**config.mk**
```make
export PLATFORM = sky130hd
export DESIGN_NAME = vt_timing
export DESIGN_NICKNAME = d
export VERILOG_FILES = /design/src/include/vt_pkg.sv /design/src/vt_cnt.sv /design/src/vt_mark.sv /design/src/vt_timing.sv
export SDC_FILE = /design/constraint.sdc
export NUM_CORES = 1
export LEC_CHECK = 0
export ABC_CLOCK_PERIOD_IN_PS = 2400
export BUFFER_PORTS_ARGS = -buffer_cell sky130_fd_sc_hd__buf_4
export CORE_ASPECT_RATIO = 1.4
export CORE_UTILIZATION = 40
export DETAILED_ROUTE_END_ITERATION = 10
export PLACE_DENSITY = 0.68
export SLEW_MARGIN = 30
export SYNTH_ARGS = -nofsm -noshare
export SYNTH_HDL_FRONTEND = slang
export SYNTH_SLANG_ARGS = --single-unit
```
**constraint.sdc**
```tcl
create_clock -name mclk -period 2.4 [get_ports mclk]
set_input_delay 0.12 -clock mclk [delete_from_list [all_inputs] [get_ports mclk]]
set_output_delay 0.12 -clock mclk [all_outputs]
set_load 0.02 [all_outputs]
```
**src/include/vt_pkg.sv**
```systemverilog
/*
 * Constants for the vertical timing configuration block: register
 * offsets, field positions, reset values and counter start values.
 * Assumes a 32-bit APB master and a single 10 MHz clock.
 */
package vt_pkg;

	// ----------------------------------------------------------------
	// Register byte offsets
	// ----------------------------------------------------------------
	localparam logic [7:0] OFS_MARK_A = 8'h00;
	localparam logic [7:0] OFS_MARK_B = 8'h04;
	localparam logic [7:0] OFS_MARK_C = 8'h08;
	localparam logic [7:0] OFS_VSIZE  = 8'h0C;
	localparam logic [7:0] OFS_THA    = 8'h10;
	localparam logic [7:0] OFS_CTRL   = 8'h14;
	localparam logic [7:0] OFS_STAT   = 8'h18;

	// ----------------------------------------------------------------
	// Field layout
	// ----------------------------------------------------------------
	localparam int POS_W  = 11;
	localparam int HI_LSB = 16;
	localparam int LO_LSB = 0;
	localparam int CTRL_INTERLACE_BIT = 0;
	localparam int CTRL_ENABLE_BIT    = 1;
	localparam int STAT_FIELD_BIT     = 15;
	localparam int STAT_HANC_BIT      = 14;
	localparam int N_MARK = 6;
	localparam int FIRST_GATED_MARK = 3;

	// ----------------------------------------------------------------
	// Write masks and reset values
	// ----------------------------------------------------------------
	localparam logic [31:0] PAIR_MASK  = 32'h07FF07FF;
	localparam logic [31:0] VSIZE_MASK = 32'h000007FF;
	localparam logic [31:0] CTRL_MASK  = 32'h07FF0003;
	localparam logic [31:0] REG_RESET  = 32'h00000000;

	// ----------------------------------------------------------------
	// Counter start values and pixel rate divider
	// ----------------------------------------------------------------
	localparam logic [10:0] LINE_FIRST = 11'h001;
	localparam logic [10:0] PIX_FIRST  = 11'h000;
	localparam logic [1:0]  DIV_RESET  = 2'h0;
	localparam logic [1:0]  DIV_LAST   = 2'h1;

endpackage : vt_pkg

```
**src/vt_cnt.sv**
```systemverilog
/*
 * Position counter that steps on an enable pulse and reloads a start
 * value on restart or on wrap. Assumes step is a one-cycle pulse.
 */
`timescale 1ns/100ps
module vt_cnt #(
	parameter int W = 11
) (
	// Clock and reset
	input  wire logic         mclk,
	input  wire logic         rst,
	// Control
	input  wire logic         step,
	input  wire logic         restart,
	input  wire logic         wrap,
	input  wire logic [W-1:0] first,
	// Count
	output logic      [W-1:0] q
);

	typedef struct packed {
		logic [W-1:0] cnt;
	} vt_cnt_st_t;

	vt_cnt_st_t st_reg;
	vt_cnt_st_t st_next;

	always_comb begin
		st_next = st_reg;
		if (restart || (step && wrap)) begin
			st_next.cnt = first;
		end else if (step) begin
			st_next.cnt = st_reg.cnt + {{(W-1){1'b0}}, 1'b1};
		end
	end

	always_ff @(posedge mclk) begin
		if (rst) begin
			// Counter rests on its start value, never below it
			st_reg.cnt <= first;
		end else begin
			st_reg <= st_next;
		end
	end

	assign q = st_reg.cnt;
endmodule : vt_cnt

```
**src/vt_mark.sv**
```systemverilog
/*
 * One line-marker comparator: pulses when the line counter meets the
 * programmed marker at a line start, only while its gate is open.
 */
`timescale 1ns/100ps
module vt_mark (
	// Clock and reset
	input  wire logic        mclk,
	input  wire logic        rst,
	// Compare inputs
	input  wire logic [10:0] line,
	input  wire logic [10:0] marker,
	input  wire logic        gate,
	input  wire logic        strobe,
	// Result
	output logic             hit
);

	typedef struct packed {
		logic hit;
	} vt_mark_st_t;

	vt_mark_st_t st_reg;
	vt_mark_st_t st_next;

	always_comb begin
		st_next = st_reg;
		st_next.hit = strobe && gate && (line == marker);
	end

	always_ff @(posedge mclk) begin
		if (rst) begin
			st_reg <= '0;
		end else begin
			st_reg <= st_next;
		end
	end

	assign hit = st_reg.hit;
endmodule : vt_mark

```
**src/vt_timing.sv**
```systemverilog
/*
 * Vertical timing configuration for one video output channel: an APB
 * register file of line markers, image size and ancillary start, with
 * the line and pixel counters that they steer.
 * Assumes an APB master on mclk; pixel rate is a divided enable.
 */
// Register access over APB and the register addresses were left to the implementer.
// What this block does
// - Vertical size writes act on the counters at once, no shadow.
// - Line counter starts at 1; positions compare against that count.
// - Fifth line marker is bits 26-16 of marker config B.
// - Seventh line marker, bottom-field boundary, is bits 10-0 of B.
// - Ninth line marker is bits 26-16 of marker config C.
// - Eleventh line marker is bits 10-0 of marker config C.
// - Seventh, ninth, eleventh markers act only with interlace set.
// - Vertical image size is bits 10-0, counted in frame lines.
// - Top ancillary insertion starts on line equal to bits 26-16.
// - Top ancillary insertion starts at pixel equal to bits 10-0.
// - Fields reset to zero, except the status line field, which resets to 1; reserved bits read zero, not writable.
// - First and third markers are bits 26-16 and 10-0 of config A.
`timescale 1ns/100ps
module vt_timing (
	// Clock and reset
	input  wire logic        mclk,
	input  wire logic        rst,
	// APB slave
	input  wire logic        psel,
	input  wire logic        penable,
	input  wire logic        pwrite,
	input  wire logic [7:0]  paddr,
	input  wire logic [31:0] pwdata,
	output logic      [31:0] prdata,
	output logic             pready,
	output logic             pslverr,
	// Timing outputs
	output logic      [10:0] line_count,
	output logic      [10:0] pixel_count,
	output logic             pixel_tick,
	output logic             field_bottom,
	output logic      [5:0]  marker_hit,
	output logic             hanc_start,
	output logic             hanc_active
);

	// ----------------------------------------------------------------
	// State
	// ----------------------------------------------------------------
	typedef struct packed {
		logic [31:0] mark_a;
		logic [31:0] mark_b;
		logic [31:0] mark_c;
		logic [31:0] vsize;
		logic [31:0] tha;
		logic [31:0] ctrl;
		logic [31:0] rdata;
		logic [1:0]  div;
		logic        tick;
		logic        field_bot;
		logic        hanc_start;
		logic        hanc_act;
	} vt_main_st_t;

	vt_main_st_t st_reg;
	vt_main_st_t st_next;

	logic              wr_en;
	logic              rd_setup;
	logic              mapped;
	logic              chan_on;
	logic              interlace_select;
	logic [10:0]       line_len;
	logic [10:0]       first_line_marker;
	logic [10:0]       third_line_marker;
	logic [10:0]       fifth_line_marker;
	logic [10:0]       seventh_line_marker;
	logic [10:0]       ninth_line_marker;
	logic [10:0]       eleventh_line_marker;
	logic [10:0]       frame_line_count;
	logic [10:0]       top_anc_vert_start;
	logic [10:0]       top_anc_horiz_start;
	logic [10:0]       pix_q;
	logic [10:0]       line_q;
	logic              pix_step;
	logic              pix_wrap;
	logic              line_wrap;
	logic              line_step;
	logic              line_start;
	logic              hanc_hit;
	logic [31:0]       stat_word;
	logic [5:0][10:0]  marks;

	// ----------------------------------------------------------------
	// Field extraction
	// ----------------------------------------------------------------
	// first and third
	assign first_line_marker =
		st_reg.mark_a[vt_pkg::HI_LSB +: vt_pkg::POS_W];
	assign third_line_marker =
		st_reg.mark_a[vt_pkg::LO_LSB +: vt_pkg::POS_W];
	assign fifth_line_marker =
		st_reg.mark_b[vt_pkg::HI_LSB +: vt_pkg::POS_W];
	assign seventh_line_marker =
		st_reg.mark_b[vt_pkg::LO_LSB +: vt_pkg::POS_W];
	assign ninth_line_marker =
		st_reg.mark_c[vt_pkg::HI_LSB +: vt_pkg::POS_W];
	assign eleventh_line_marker =
		st_reg.mark_c[vt_pkg::LO_LSB +: vt_pkg::POS_W];
	assign frame_line_count =
		st_reg.vsize[vt_pkg::LO_LSB +: vt_pkg::POS_W];
	assign top_anc_vert_start =
		st_reg.tha[vt_pkg::HI_LSB +: vt_pkg::POS_W];
	assign top_anc_horiz_start =
		st_reg.tha[vt_pkg::LO_LSB +: vt_pkg::POS_W];
	assign interlace_select = st_reg.ctrl[vt_pkg::CTRL_INTERLACE_BIT];
	assign chan_on = st_reg.ctrl[vt_pkg::CTRL_ENABLE_BIT];
	assign line_len = st_reg.ctrl[vt_pkg::HI_LSB +: vt_pkg::POS_W];

	assign marks[0] = first_line_marker;
	assign marks[1] = third_line_marker;
	assign marks[2] = fifth_line_marker;
	assign marks[3] = seventh_line_marker;
	assign marks[4] = ninth_line_marker;
	assign marks[5] = eleventh_line_marker;

	// ----------------------------------------------------------------
	// Counters
	// ----------------------------------------------------------------
	assign pix_step = st_reg.tick && chan_on;
	assign pix_wrap = (pix_q == line_len);
	// compares live size, no shadow copy
	assign line_wrap = (line_q >= frame_line_count);
	assign line_step = pix_step && pix_wrap;
	assign line_start = pix_step && (pix_q == vt_pkg::PIX_FIRST);

	vt_cnt #(
		.W (11)
	) u_pix (
		.mclk    (mclk),
		.rst     (rst),
		.step    (pix_step),
		.restart (!chan_on),
		.wrap    (pix_wrap),
		.first   (vt_pkg::PIX_FIRST),
		.q       (pix_q)
	);

	vt_cnt #(
		.W (11)
	) u_line (
		.mclk    (mclk),
		.rst     (rst),
		.step    (line_step),
		.restart (!chan_on),
		.wrap    (line_wrap),
		.first   (vt_pkg::LINE_FIRST),
		.q       (line_q)
	);

	// ----------------------------------------------------------------
	// Line markers
	// ----------------------------------------------------------------
	genvar gi;
	generate
		for (gi = 0; gi < vt_pkg::N_MARK; gi++) begin : g_mark
			vt_mark u_mark (
				.mclk   (mclk),
				.rst    (rst),
				.line   (line_q),
				.marker (marks[gi]),
				.gate   ((gi < vt_pkg::FIRST_GATED_MARK) ||
					interlace_select),
				.strobe (line_start),
				.hit    (marker_hit[gi])
			);
		end
	endgenerate

	// ----------------------------------------------------------------
	// APB decode
	// ----------------------------------------------------------------
	assign wr_en = psel && penable && pwrite;
	assign rd_setup = psel && !penable && !pwrite;

	always_comb begin
		if (paddr == vt_pkg::OFS_MARK_A) begin
			mapped = 1'b1;
		end else if (paddr == vt_pkg::OFS_MARK_B) begin
			mapped = 1'b1;
		end else if (paddr == vt_pkg::OFS_MARK_C) begin
			mapped = 1'b1;
		end else if (paddr == vt_pkg::OFS_VSIZE) begin
			mapped = 1'b1;
		end else if (paddr == vt_pkg::OFS_THA) begin
			mapped = 1'b1;
		end else if (paddr == vt_pkg::OFS_CTRL) begin
			mapped = 1'b1;
		end else if (paddr == vt_pkg::OFS_STAT) begin
			mapped = 1'b1;
		end else begin
			mapped = 1'b0;
		end
	end

	// Zero wait states: read data is captured in the setup cycle
	assign pready = 1'b1;
	assign pslverr = psel && penable && !mapped;

	always_comb begin
		stat_word = '0;
		stat_word[vt_pkg::HI_LSB +: vt_pkg::POS_W] = line_q;
		stat_word[vt_pkg::LO_LSB +: vt_pkg::POS_W] = pix_q;
		stat_word[vt_pkg::STAT_FIELD_BIT] = st_reg.field_bot;
		stat_word[vt_pkg::STAT_HANC_BIT] = st_reg.hanc_act;
	end

	// ----------------------------------------------------------------
	// Next state
	// ----------------------------------------------------------------
	always_comb begin
		st_next = st_reg;

		// Pixel-rate enable from the divider
		if (st_reg.div == vt_pkg::DIV_LAST) begin
			st_next.div = vt_pkg::DIV_RESET;
		end else begin
			st_next.div = st_reg.div + 2'h1;
		end
		st_next.tick = (st_reg.div == vt_pkg::DIV_LAST);

		if (wr_en) begin
			if (paddr == vt_pkg::OFS_MARK_A) begin
				st_next.mark_a = pwdata & vt_pkg::PAIR_MASK;
			end else if (paddr == vt_pkg::OFS_MARK_B) begin
				st_next.mark_b = pwdata & vt_pkg::PAIR_MASK;
			end else if (paddr == vt_pkg::OFS_MARK_C) begin
				st_next.mark_c = pwdata & vt_pkg::PAIR_MASK;
			end else if (paddr == vt_pkg::OFS_VSIZE) begin
				st_next.vsize = pwdata & vt_pkg::VSIZE_MASK;
			end else if (paddr == vt_pkg::OFS_THA) begin
				st_next.tha = pwdata & vt_pkg::PAIR_MASK;
			end else if (paddr == vt_pkg::OFS_CTRL) begin
				st_next.ctrl = pwdata & vt_pkg::CTRL_MASK;
			end
		end

		// Read data latched in setup, stable through access
		if (rd_setup) begin
			if (paddr == vt_pkg::OFS_MARK_A) begin
				st_next.rdata = st_reg.mark_a;
			end else if (paddr == vt_pkg::OFS_MARK_B) begin
				st_next.rdata = st_reg.mark_b;
			end else if (paddr == vt_pkg::OFS_MARK_C) begin
				st_next.rdata = st_reg.mark_c;
			end else if (paddr == vt_pkg::OFS_VSIZE) begin
				st_next.rdata = st_reg.vsize;
			end else if (paddr == vt_pkg::OFS_THA) begin
				st_next.rdata = st_reg.tha;
			end else if (paddr == vt_pkg::OFS_CTRL) begin
				st_next.rdata = st_reg.ctrl;
			end else if (paddr == vt_pkg::OFS_STAT) begin
				st_next.rdata = stat_word;
			end else begin
				st_next.rdata = vt_pkg::REG_RESET;
			end
		end

		st_next.field_bot = chan_on && interlace_select &&
			(seventh_line_marker != vt_pkg::PIX_FIRST) &&
			(line_q >= seventh_line_marker);

		st_next.hanc_start = hanc_hit;
		if (hanc_hit) begin
			st_next.hanc_act = 1'b1;
		end else if (!chan_on || line_step) begin
			st_next.hanc_act = 1'b0;
		end
	end

	assign hanc_hit = pix_step && !st_reg.field_bot &&
		(line_q == top_anc_vert_start) &&
		(pix_q == top_anc_horiz_start);

	// ----------------------------------------------------------------
	// Registers
	// ----------------------------------------------------------------
	always_ff @(posedge mclk) begin
		if (rst) begin
			st_reg <= '0;
		end else begin
			st_reg <= st_next;
		end
	end

	assign prdata = st_reg.rdata;
	assign line_count = line_q;
	assign pixel_count = pix_q;
	assign pixel_tick = st_reg.tick;
	assign field_bottom = st_reg.field_bot;
	assign hanc_start = st_reg.hanc_start;
	assign hanc_active = st_reg.hanc_act;
endmodule : vt_timing

```
==> results of run 1 <==
cell usage in the layout (no fill, tap or decap), types with 17 or more instances in the layout:
| master | instances |
|---|---|
| a21oi_1 | 130 |
| a221oi_1 | 22 |
| buf_4 | 159 |
| clkbuf_16 | 17 |
| dfxtp_1 | 170 |
| dlygate4sd3_1 | 21 |
| ha_1 | 26 |
| inv_1 | 50 |
| nand2_1 | 205 |
| nand2b_1 | 24 |
| nand3_1 | 37 |
| nand4_1 | 23 |
| nor2_1 | 64 |
| nor4_1 | 24 |
| o22ai_1 | 20 |
| xnor2_1 | 79 |
| xor2_1 | 29 |
power by group through the flow:
| stage | Clock [W] | Sequential (W) | Combinational [W] |
|---|---|---|---|
| 6_report | 0.00273 | 0.00285 | 0.000359 |
| 5_1_grt | 0.00286 | 0.00285 | 0.000376 |
| 4_1_cts | 0.00275 | 0.00285 | 0.000352 |
| 3_5_place_dp | 0 | 0.00291 | 0.000324 |
| 3_3_place_gp | 0 | 0.00291 | 0.000322 |
| 2_1_floorplan | 0 | 0.00291 | 0.000181 |
what timing repair did:
action | CTS | global route
hold endpoints to repair | 77 | 0
hold buffers | 21 | 0
gates resized for setup | 0 | 0
routing by layer:
| layer | vias to the layer above | part of all wire |
|---|---|---|
| met5 | - | 0 |
| met4 | 0 | 0.067 |
| met3 | 119 | 0.061 |
| met2 | 418 | 0.49 |
| met1 | 4217 | 0.39 |
| li1 | 4138 | - |
cell type report:
type | instances | area (µm²) | area share
multi-input cells | 833 | 5020 | 0.457
flip-flops and latches | 170 | 3400 | 0.310
repair buffers | 181 | 1420 | 0.130
clock buffers | 18 | 439 | 0.0400
well taps | 301 | 377 | 0.0343
inverters | 50 | 188 | 0.0171
clock inverters | 14 | 138 | 0.0125
per-stage QoR:
step | cell area, µm² | total power (W) | setup WS (ns) | instances | hold slack [ns]
final | 11000 | 0.00593 | 0.231 | 1567 | 0.0229
after global routing | 11000 | 0.00608 | 0.155 | 1567 | 0.0301
after CTS | 11000 | 0.00595 | 0.251 | 1567 | 0.00131
after detailed placement | 10200 | 0.00323 | 0.265 | 1514 | 0.422
after global placement | 10200 | 0.00323 | 0.301 | 1514 | 0.415
after floorplan | 9260 | 0.00309 | 0.301 | 1181 | 0.256
kinds of logic (layout without fill, tap and decap cells):
| family | count (synthesis) | in the layout |
|---|---|---|
| muxes | 15 | 15 |
| buffers and inverters | 178 | 263 |
| adders and majority gates | 26 | 26 |
| xor gates and xnor gates | 108 | 108 |
| other | 2 | 9 |
| DFF | 170 | 170 |
| and+or+nand+nor | 429 | 429 |
| AOI/OAI and AO/OA | 246 | 246 |
worst max-delay path, cell delays in order (launching register included):
cell and delay [ns]:
dfxtp_1 0.33, xor2_1 0.16, or4_1 0.66, o31ai_2 0.36
o31a_1 0.43, nor2_1 0.10
path summary, 6_finish.rpt:
kind | depth (start not counted) | to | from
worst min register to register | 1 | st_reg[4] | st_reg[4]
worst max register to register | 5 | u_line.q[1] | u_pix.q[6]
worst min-delay path | 3 | marks[34] | pwdata[1]
worst max-delay path | 5 | u_line.q[1] | u_pix.q[6]
==> impl_metrics.env, run 1 <==
export IMPL_met1_usage=0.325
export IMPL_switching_share=0.251
export IMPL_overflow=0
export IMPL_critPathArrivalTime_ns=2.48
export IMPL_post_route_util=0.486
export IMPL_fin_nets=1324
export IMPL_clockPowerShare=0.460
export IMPL_io_pins=111
export IMPL_cts_root_buffer="clkbuf_16"
export IMPL_dr_pass1_iters=5
export IMPL_yosys_top_cells_count="nand2_1 (205), dfxtp_1 (170), a21oi_1 (130), xnor2_1 (79), clkbuf_1 (70)"
export IMPL_cts_tree="yes"
export IMPL_clkSlewWorstSetupHoldPaths_ns=0.07
export IMPL_via_per_inst=5.67
export IMPL_max_slew_margin_rel=0.352
export IMPL_gr_max_usage_layer="met2"
export IMPL_avgSynthCellArea_um2=7.87
export IMPL_powerDensity_nw_per_um2=540
export IMPL_synth_warnings=0
export IMPL_power_internal_w=0.00445
export IMPL_numPortBuffers=91
export IMPL_endpoint_kind="flip-flop"
export IMPL_leakage_nw=4.06
export IMPL_switching_power_w=0.00149
export IMPL_syn_inst=1174
export IMPL_synth_seq_area_share=0.369
export IMPL_grt_usage=0.274
export IMPL_hp_class="in -> reg"
export IMPL_finalSetupViolCount=0
export IMPL_drc_errors=0
export IMPL_synth_xor_xnor_area_share=0.102
export IMPL_post_cts_buffers=0
export IMPL_start_util=0.408
export IMPL_r2r_slack_ns=0.23
export IMPL_clkLatencyLatePin_ns=0.43
export IMPL_grtUsageMet3=0.0354
export IMPL_core_um2=22600
export IMPL_synth_top_family_by_area="simple AND/OR/NAND/NOR gates"
export IMPL_wl_per_cell_um=20.4
export IMPL_synthSimpleGateAreaFrac=0.216
export IMPL_wl_mm=32.0
export IMPL_drv_slew=0
export IMPL_hpwlAfterDp_mm=23.4
export IMPL_tns_ns=0
export IMPL_cts_buffers=17
export IMPL_worstSetupStartpointType="flip-flop"
export IMPL_fin_skew_ns=0.00716
export IMPL_drtIter0Drc=939
export IMPL_diodes=0
export IMPL_grt_max_degree=84
export IMPL_status="complete, no violations"
export IMPL_hold_viol=0
export IMPL_synth_mux_area_fraction=0.0163
export IMPL_die_h_um=182
export IMPL_combPwrFrac=0.060
export IMPL_synthArstFlopShare=0
export IMPL_synth_seq_cells=170
export IMPL_syn_cell_area_um2=9240
export IMPL_synth_distinct_cells=56
export IMPL_cp_required_ns=2.71
export IMPL_yosysMostFrequentCell="nand2_1"
export IMPL_synth_top_cell_by_area="dfxtp_1"
export IMPL_worst_slew_pin_slew_ns=0.972
export IMPL_fillerInstances=2242
export IMPL_p_seq_frac=0.479
export IMPL_clock_path_buffers=2
export IMPL_die_area_um2=23700
export IMPL_grt_pass1_vias=8340
export IMPL_grt_setup_unrepaired="false"
export IMPL_synth_compound_area_frac=0.170
export IMPL_htreeDepth=4
export IMPL_ir_worst_vdd_mv=0.470
export IMPL_finalCriticalPeriod_ns=2.17
export IMPL_antenna_found_initial=0
export IMPL_cap_violations=0
export IMPL_rows=65
export IMPL_die_w_um=130
export IMPL_ys_flop_type="dfxtp_1"
export IMPL_synthToLayoutAreaGrowth_pct=19.0
export IMPL_synthTopCellsByArea="dfxtp_1 (37%), nand2_1 (8.3%), xnor2_1 (7.5%)"
export IMPL_drtAntennaViolNets=0
export IMPL_fmax_mhz=461
export IMPL_crit_type="reg -> reg"
export IMPL_synth_top_area_frac=0.369
export IMPL_grtUsageMet2=0.456
export IMPL_gp_congestion=0.918
export IMPL_routed_via_count=8892
export IMPL_synth_edf_count=0
export IMPL_drive_gt1_frac=0.164
export IMPL_clkSinkCount=170
export IMPL_path_max_fanout=11
export IMPL_largest_reg_flops=33
export IMPL_period_share=0.904
export IMPL_synthAdderAreaFrac=0.0352
export IMPL_grt_pass1_wl_mm=48.1
No activity file was read; power rests on OpenSTA's default activity.
==> run 2: changes to the inputs <==
--- a/config.mk
+++ b/config.mk
@@ -5,6 +5,7 @@
 export SDC_FILE = /design/constraint.sdc
 export NUM_CORES = 1
 export LEC_CHECK = 0
+export ABC_AREA = 1
 export ABC_CLOCK_PERIOD_IN_PS = 2400
 export BUFFER_PORTS_ARGS = -buffer_cell sky130_fd_sc_hd__buf_4
 export CORE_ASPECT_RATIO = 1.4
==> run 2 against run 1 <==
  * Synthesized cell count is 25% higher
  * Critical path depth is 4 higher
  * Worst setup slack better by 0.16 ns
  * Cell count is 18% higher
  * Final area is 1.9% higher
  * Count of clock-buffer cells in the layout is 2 higher
  * Critical endpoint is now u_pix.q[7]
==> impl_metrics.env, run 2 <==
export IMPL_status="complete, no violations"
export IMPL_synthTopCellsByArea="dfxtp_1 (35%), nand2_1 (10%), nor2_1 (8.2%)"
export IMPL_core_um2=23900
export IMPL_cts_tree="yes"
export IMPL_ys_flop_type="dfxtp_1"
export IMPL_overflow=0
export IMPL_synthArstFlopShare=0
export IMPL_fin_nets=1595
export IMPL_antenna_found_initial=0
export IMPL_cp_required_ns=2.71
export IMPL_drive_gt1_frac=0.120
export IMPL_numPortBuffers=91
export IMPL_grt_max_degree=116
export IMPL_avgSynthCellArea_um2=6.64
export IMPL_worstSetupStartpointType="flip-flop"
export IMPL_powerDensity_nw_per_um2=535
export IMPL_wl_mm=34.3
export IMPL_yosysMostFrequentCell="nand2_1"
export IMPL_finalSetupViolCount=0
export IMPL_cts_root_buffer="clkbuf_16"
export IMPL_drv_slew=0
export IMPL_syn_cell_area_um2=9750
export IMPL_period_share=0.838
export IMPL_cp_cell_sequence="inv_1, nand2_1, nand2_1, nor2_1, nand2_1, nor2_1, nand2_1, nand2_1, nor3b_1"
export IMPL_synthToLayoutAreaGrowth_pct=14.9
export IMPL_path_max_fanout=11
export IMPL_yosys_top_cells_count="nand2_1 (268), nor2_1 (212), dfxtp_1 (170), inv_1 (161), a21oi_1 (154)"
export IMPL_routed_via_count=9921
export IMPL_grt_pass1_wl_mm=52.0
export IMPL_ir_worst_vdd_mv=0.520
export IMPL_clkSinkCount=170
export IMPL_setup_ws_ns=0.390
export IMPL_drc_errors=0
export IMPL_synth_top_cell_by_area="dfxtp_1"
export IMPL_clkLatencyLatePin_ns=0.45
export IMPL_die_area_um2=25000
export IMPL_dr_pass1_iters=5
export IMPL_critPathMostFrequentCell="nand2_1"
export IMPL_diodes=0
export IMPL_wl_per_cell_um=18.6
export IMPL_cts_buffers=17
export IMPL_holdBufCountCts=6
export IMPL_grt_pass1_vias=9083
export IMPL_largest_reg_flops=33
export IMPL_grt_setup_unrepaired="false"
export IMPL_leakage_nw=4.83
export IMPL_synth_edf_count=0
export IMPL_synth_warnings=0
export IMPL_seq_area_um2=3400
export IMPL_holdWs_ns=0.00952
export IMPL_cts_resized=0
export IMPL_endpoint_kind="flip-flop"
export IMPL_fillerInstances=2463
export IMPL_io_pins=111
export IMPL_dp_slack_ns=0.428
export IMPL_gp_congestion=0.934
export IMPL_post_cts_buffers=0
export IMPL_start_util=0.408
export IMPL_synth_distinct_cells=41
export IMPL_hp_class="in -> reg"
export IMPL_slowest_delay_ns=0.46
export IMPL_die_h_um=187
export IMPL_multi_input_area_um2=5130
export IMPL_grt_usage=0.278
export IMPL_synth_seq_cells=170
export IMPL_drtIter0Drc=865
export IMPL_critPathArrivalTime_ns=2.32
export IMPL_tns_ns=0
export IMPL_syn_inst=1468
export IMPL_cap_violations=0
export IMPL_crit_type="reg -> reg"
export IMPL_fin_skew_ns=0.0109
export IMPL_finalCriticalPeriod_ns=2.01
export IMPL_hpwlAfterDp_mm=25.0
export IMPL_post_route_util=0.469
export IMPL_worst_slew_pin_slew_ns=0.643
export IMPL_final_common_cell="nand2_1"
export IMPL_clock_path_buffers=2
export IMPL_die_w_um=134
export IMPL_via_per_inst=5.37
export IMPL_synth_seq_area_share=0.349
export IMPL_hold_viol=0
export IMPL_layout_common_cells="nand2_1 (268), nor2_1 (212), dfxtp_1 (170), inv_1 (160), a21oi_1 (154)"
export IMPL_synth_top_area_frac=0.349
export IMPL_htreeDepth=4
export IMPL_fmax_mhz=497
export IMPL_clkSlewWorstSetupHoldPaths_ns=0.06
export IMPL_slowest_stage="dfxtp_1"
export IMPL_drtAntennaViolNets=0
export IMPL_max_slew_margin_rel=0.570
export IMPL_power_w=0.00599
export IMPL_rows=67
-- run 2: cell types whose count changed after synthesis, moves of 20 or more --
cell	delta
nor2_1	+148
o21ai_0	+138
inv_1	+111
nand2_1	+63
xnor2_1	-62
clkbuf_1	-35
a21oi_1	+24
nand2b_1	-24
a221oi_1	-20
-- run 2: routing by layer --
metal	GRT usage	routed length [µm]	vias to the layer above
met3	0.0497	2420	116
met2	0.454	16200	429
met5	0	0	-
li1	-	-	4843
met1	0.328	13200	4533
met4	0.191	2450	0
-- run 2: path summary, 6_finish.rpt --
kind / startpoint / to / slack, ns / cells after the start
max reg2reg: u_pix.q[4] / u_pix.q[7] / 0.39 / 9
min: pwdata[6] / st_reg[76] / 0.01 / 3
max: u_pix.q[4] / u_pix.q[7] / 0.39 / 9
min reg2reg: st_reg[4] / st_reg[4] / 0.43 / 1
-- run 2: layout make-up --
class                      instances  share of cell area
inverter                         171              0.0575
multi-input combinational       1031               0.459
sequential                       170               0.304
clock inverter                    11              0.0120
clock buffer                      20              0.0417
tap                              310              0.0346
timing repair buffer             133              0.0916
-- run 2: power by group --
part	internal [W]	switching [W]
sequential	0.00283	0.00000538
combinational	0.0000909	0.000183
clock	0.00163	0.00125
total	0.00455	0.00144
-- run 2: kinds of logic after synthesis --
group | share of synthesized area
other cells | 0.000771
buf+inv | 0.127
xor+xnor | 0.0431
compound gates | 0.181
simple gates | 0.266
fa+ha+maj | 0.0334
flops | 0.349
-- run 2: worst max-delay path, delay by kind of cell (launching register included) --
kind                   cells  cell delay, ns
flip-flops                 1            0.46
buffers and inverters      1            0.19
AND/OR/NAND/NOR            8            1.23
-- run 2: through the flow --
stage,area (µm²),instances
2_1_floorplan,9770,1475
3_3_place_gp,10500,1809
3_5_place_dp,10500,1809
4_1_cts,11200,1846
5_1_grt,11200,1846
6_report,11200,1846
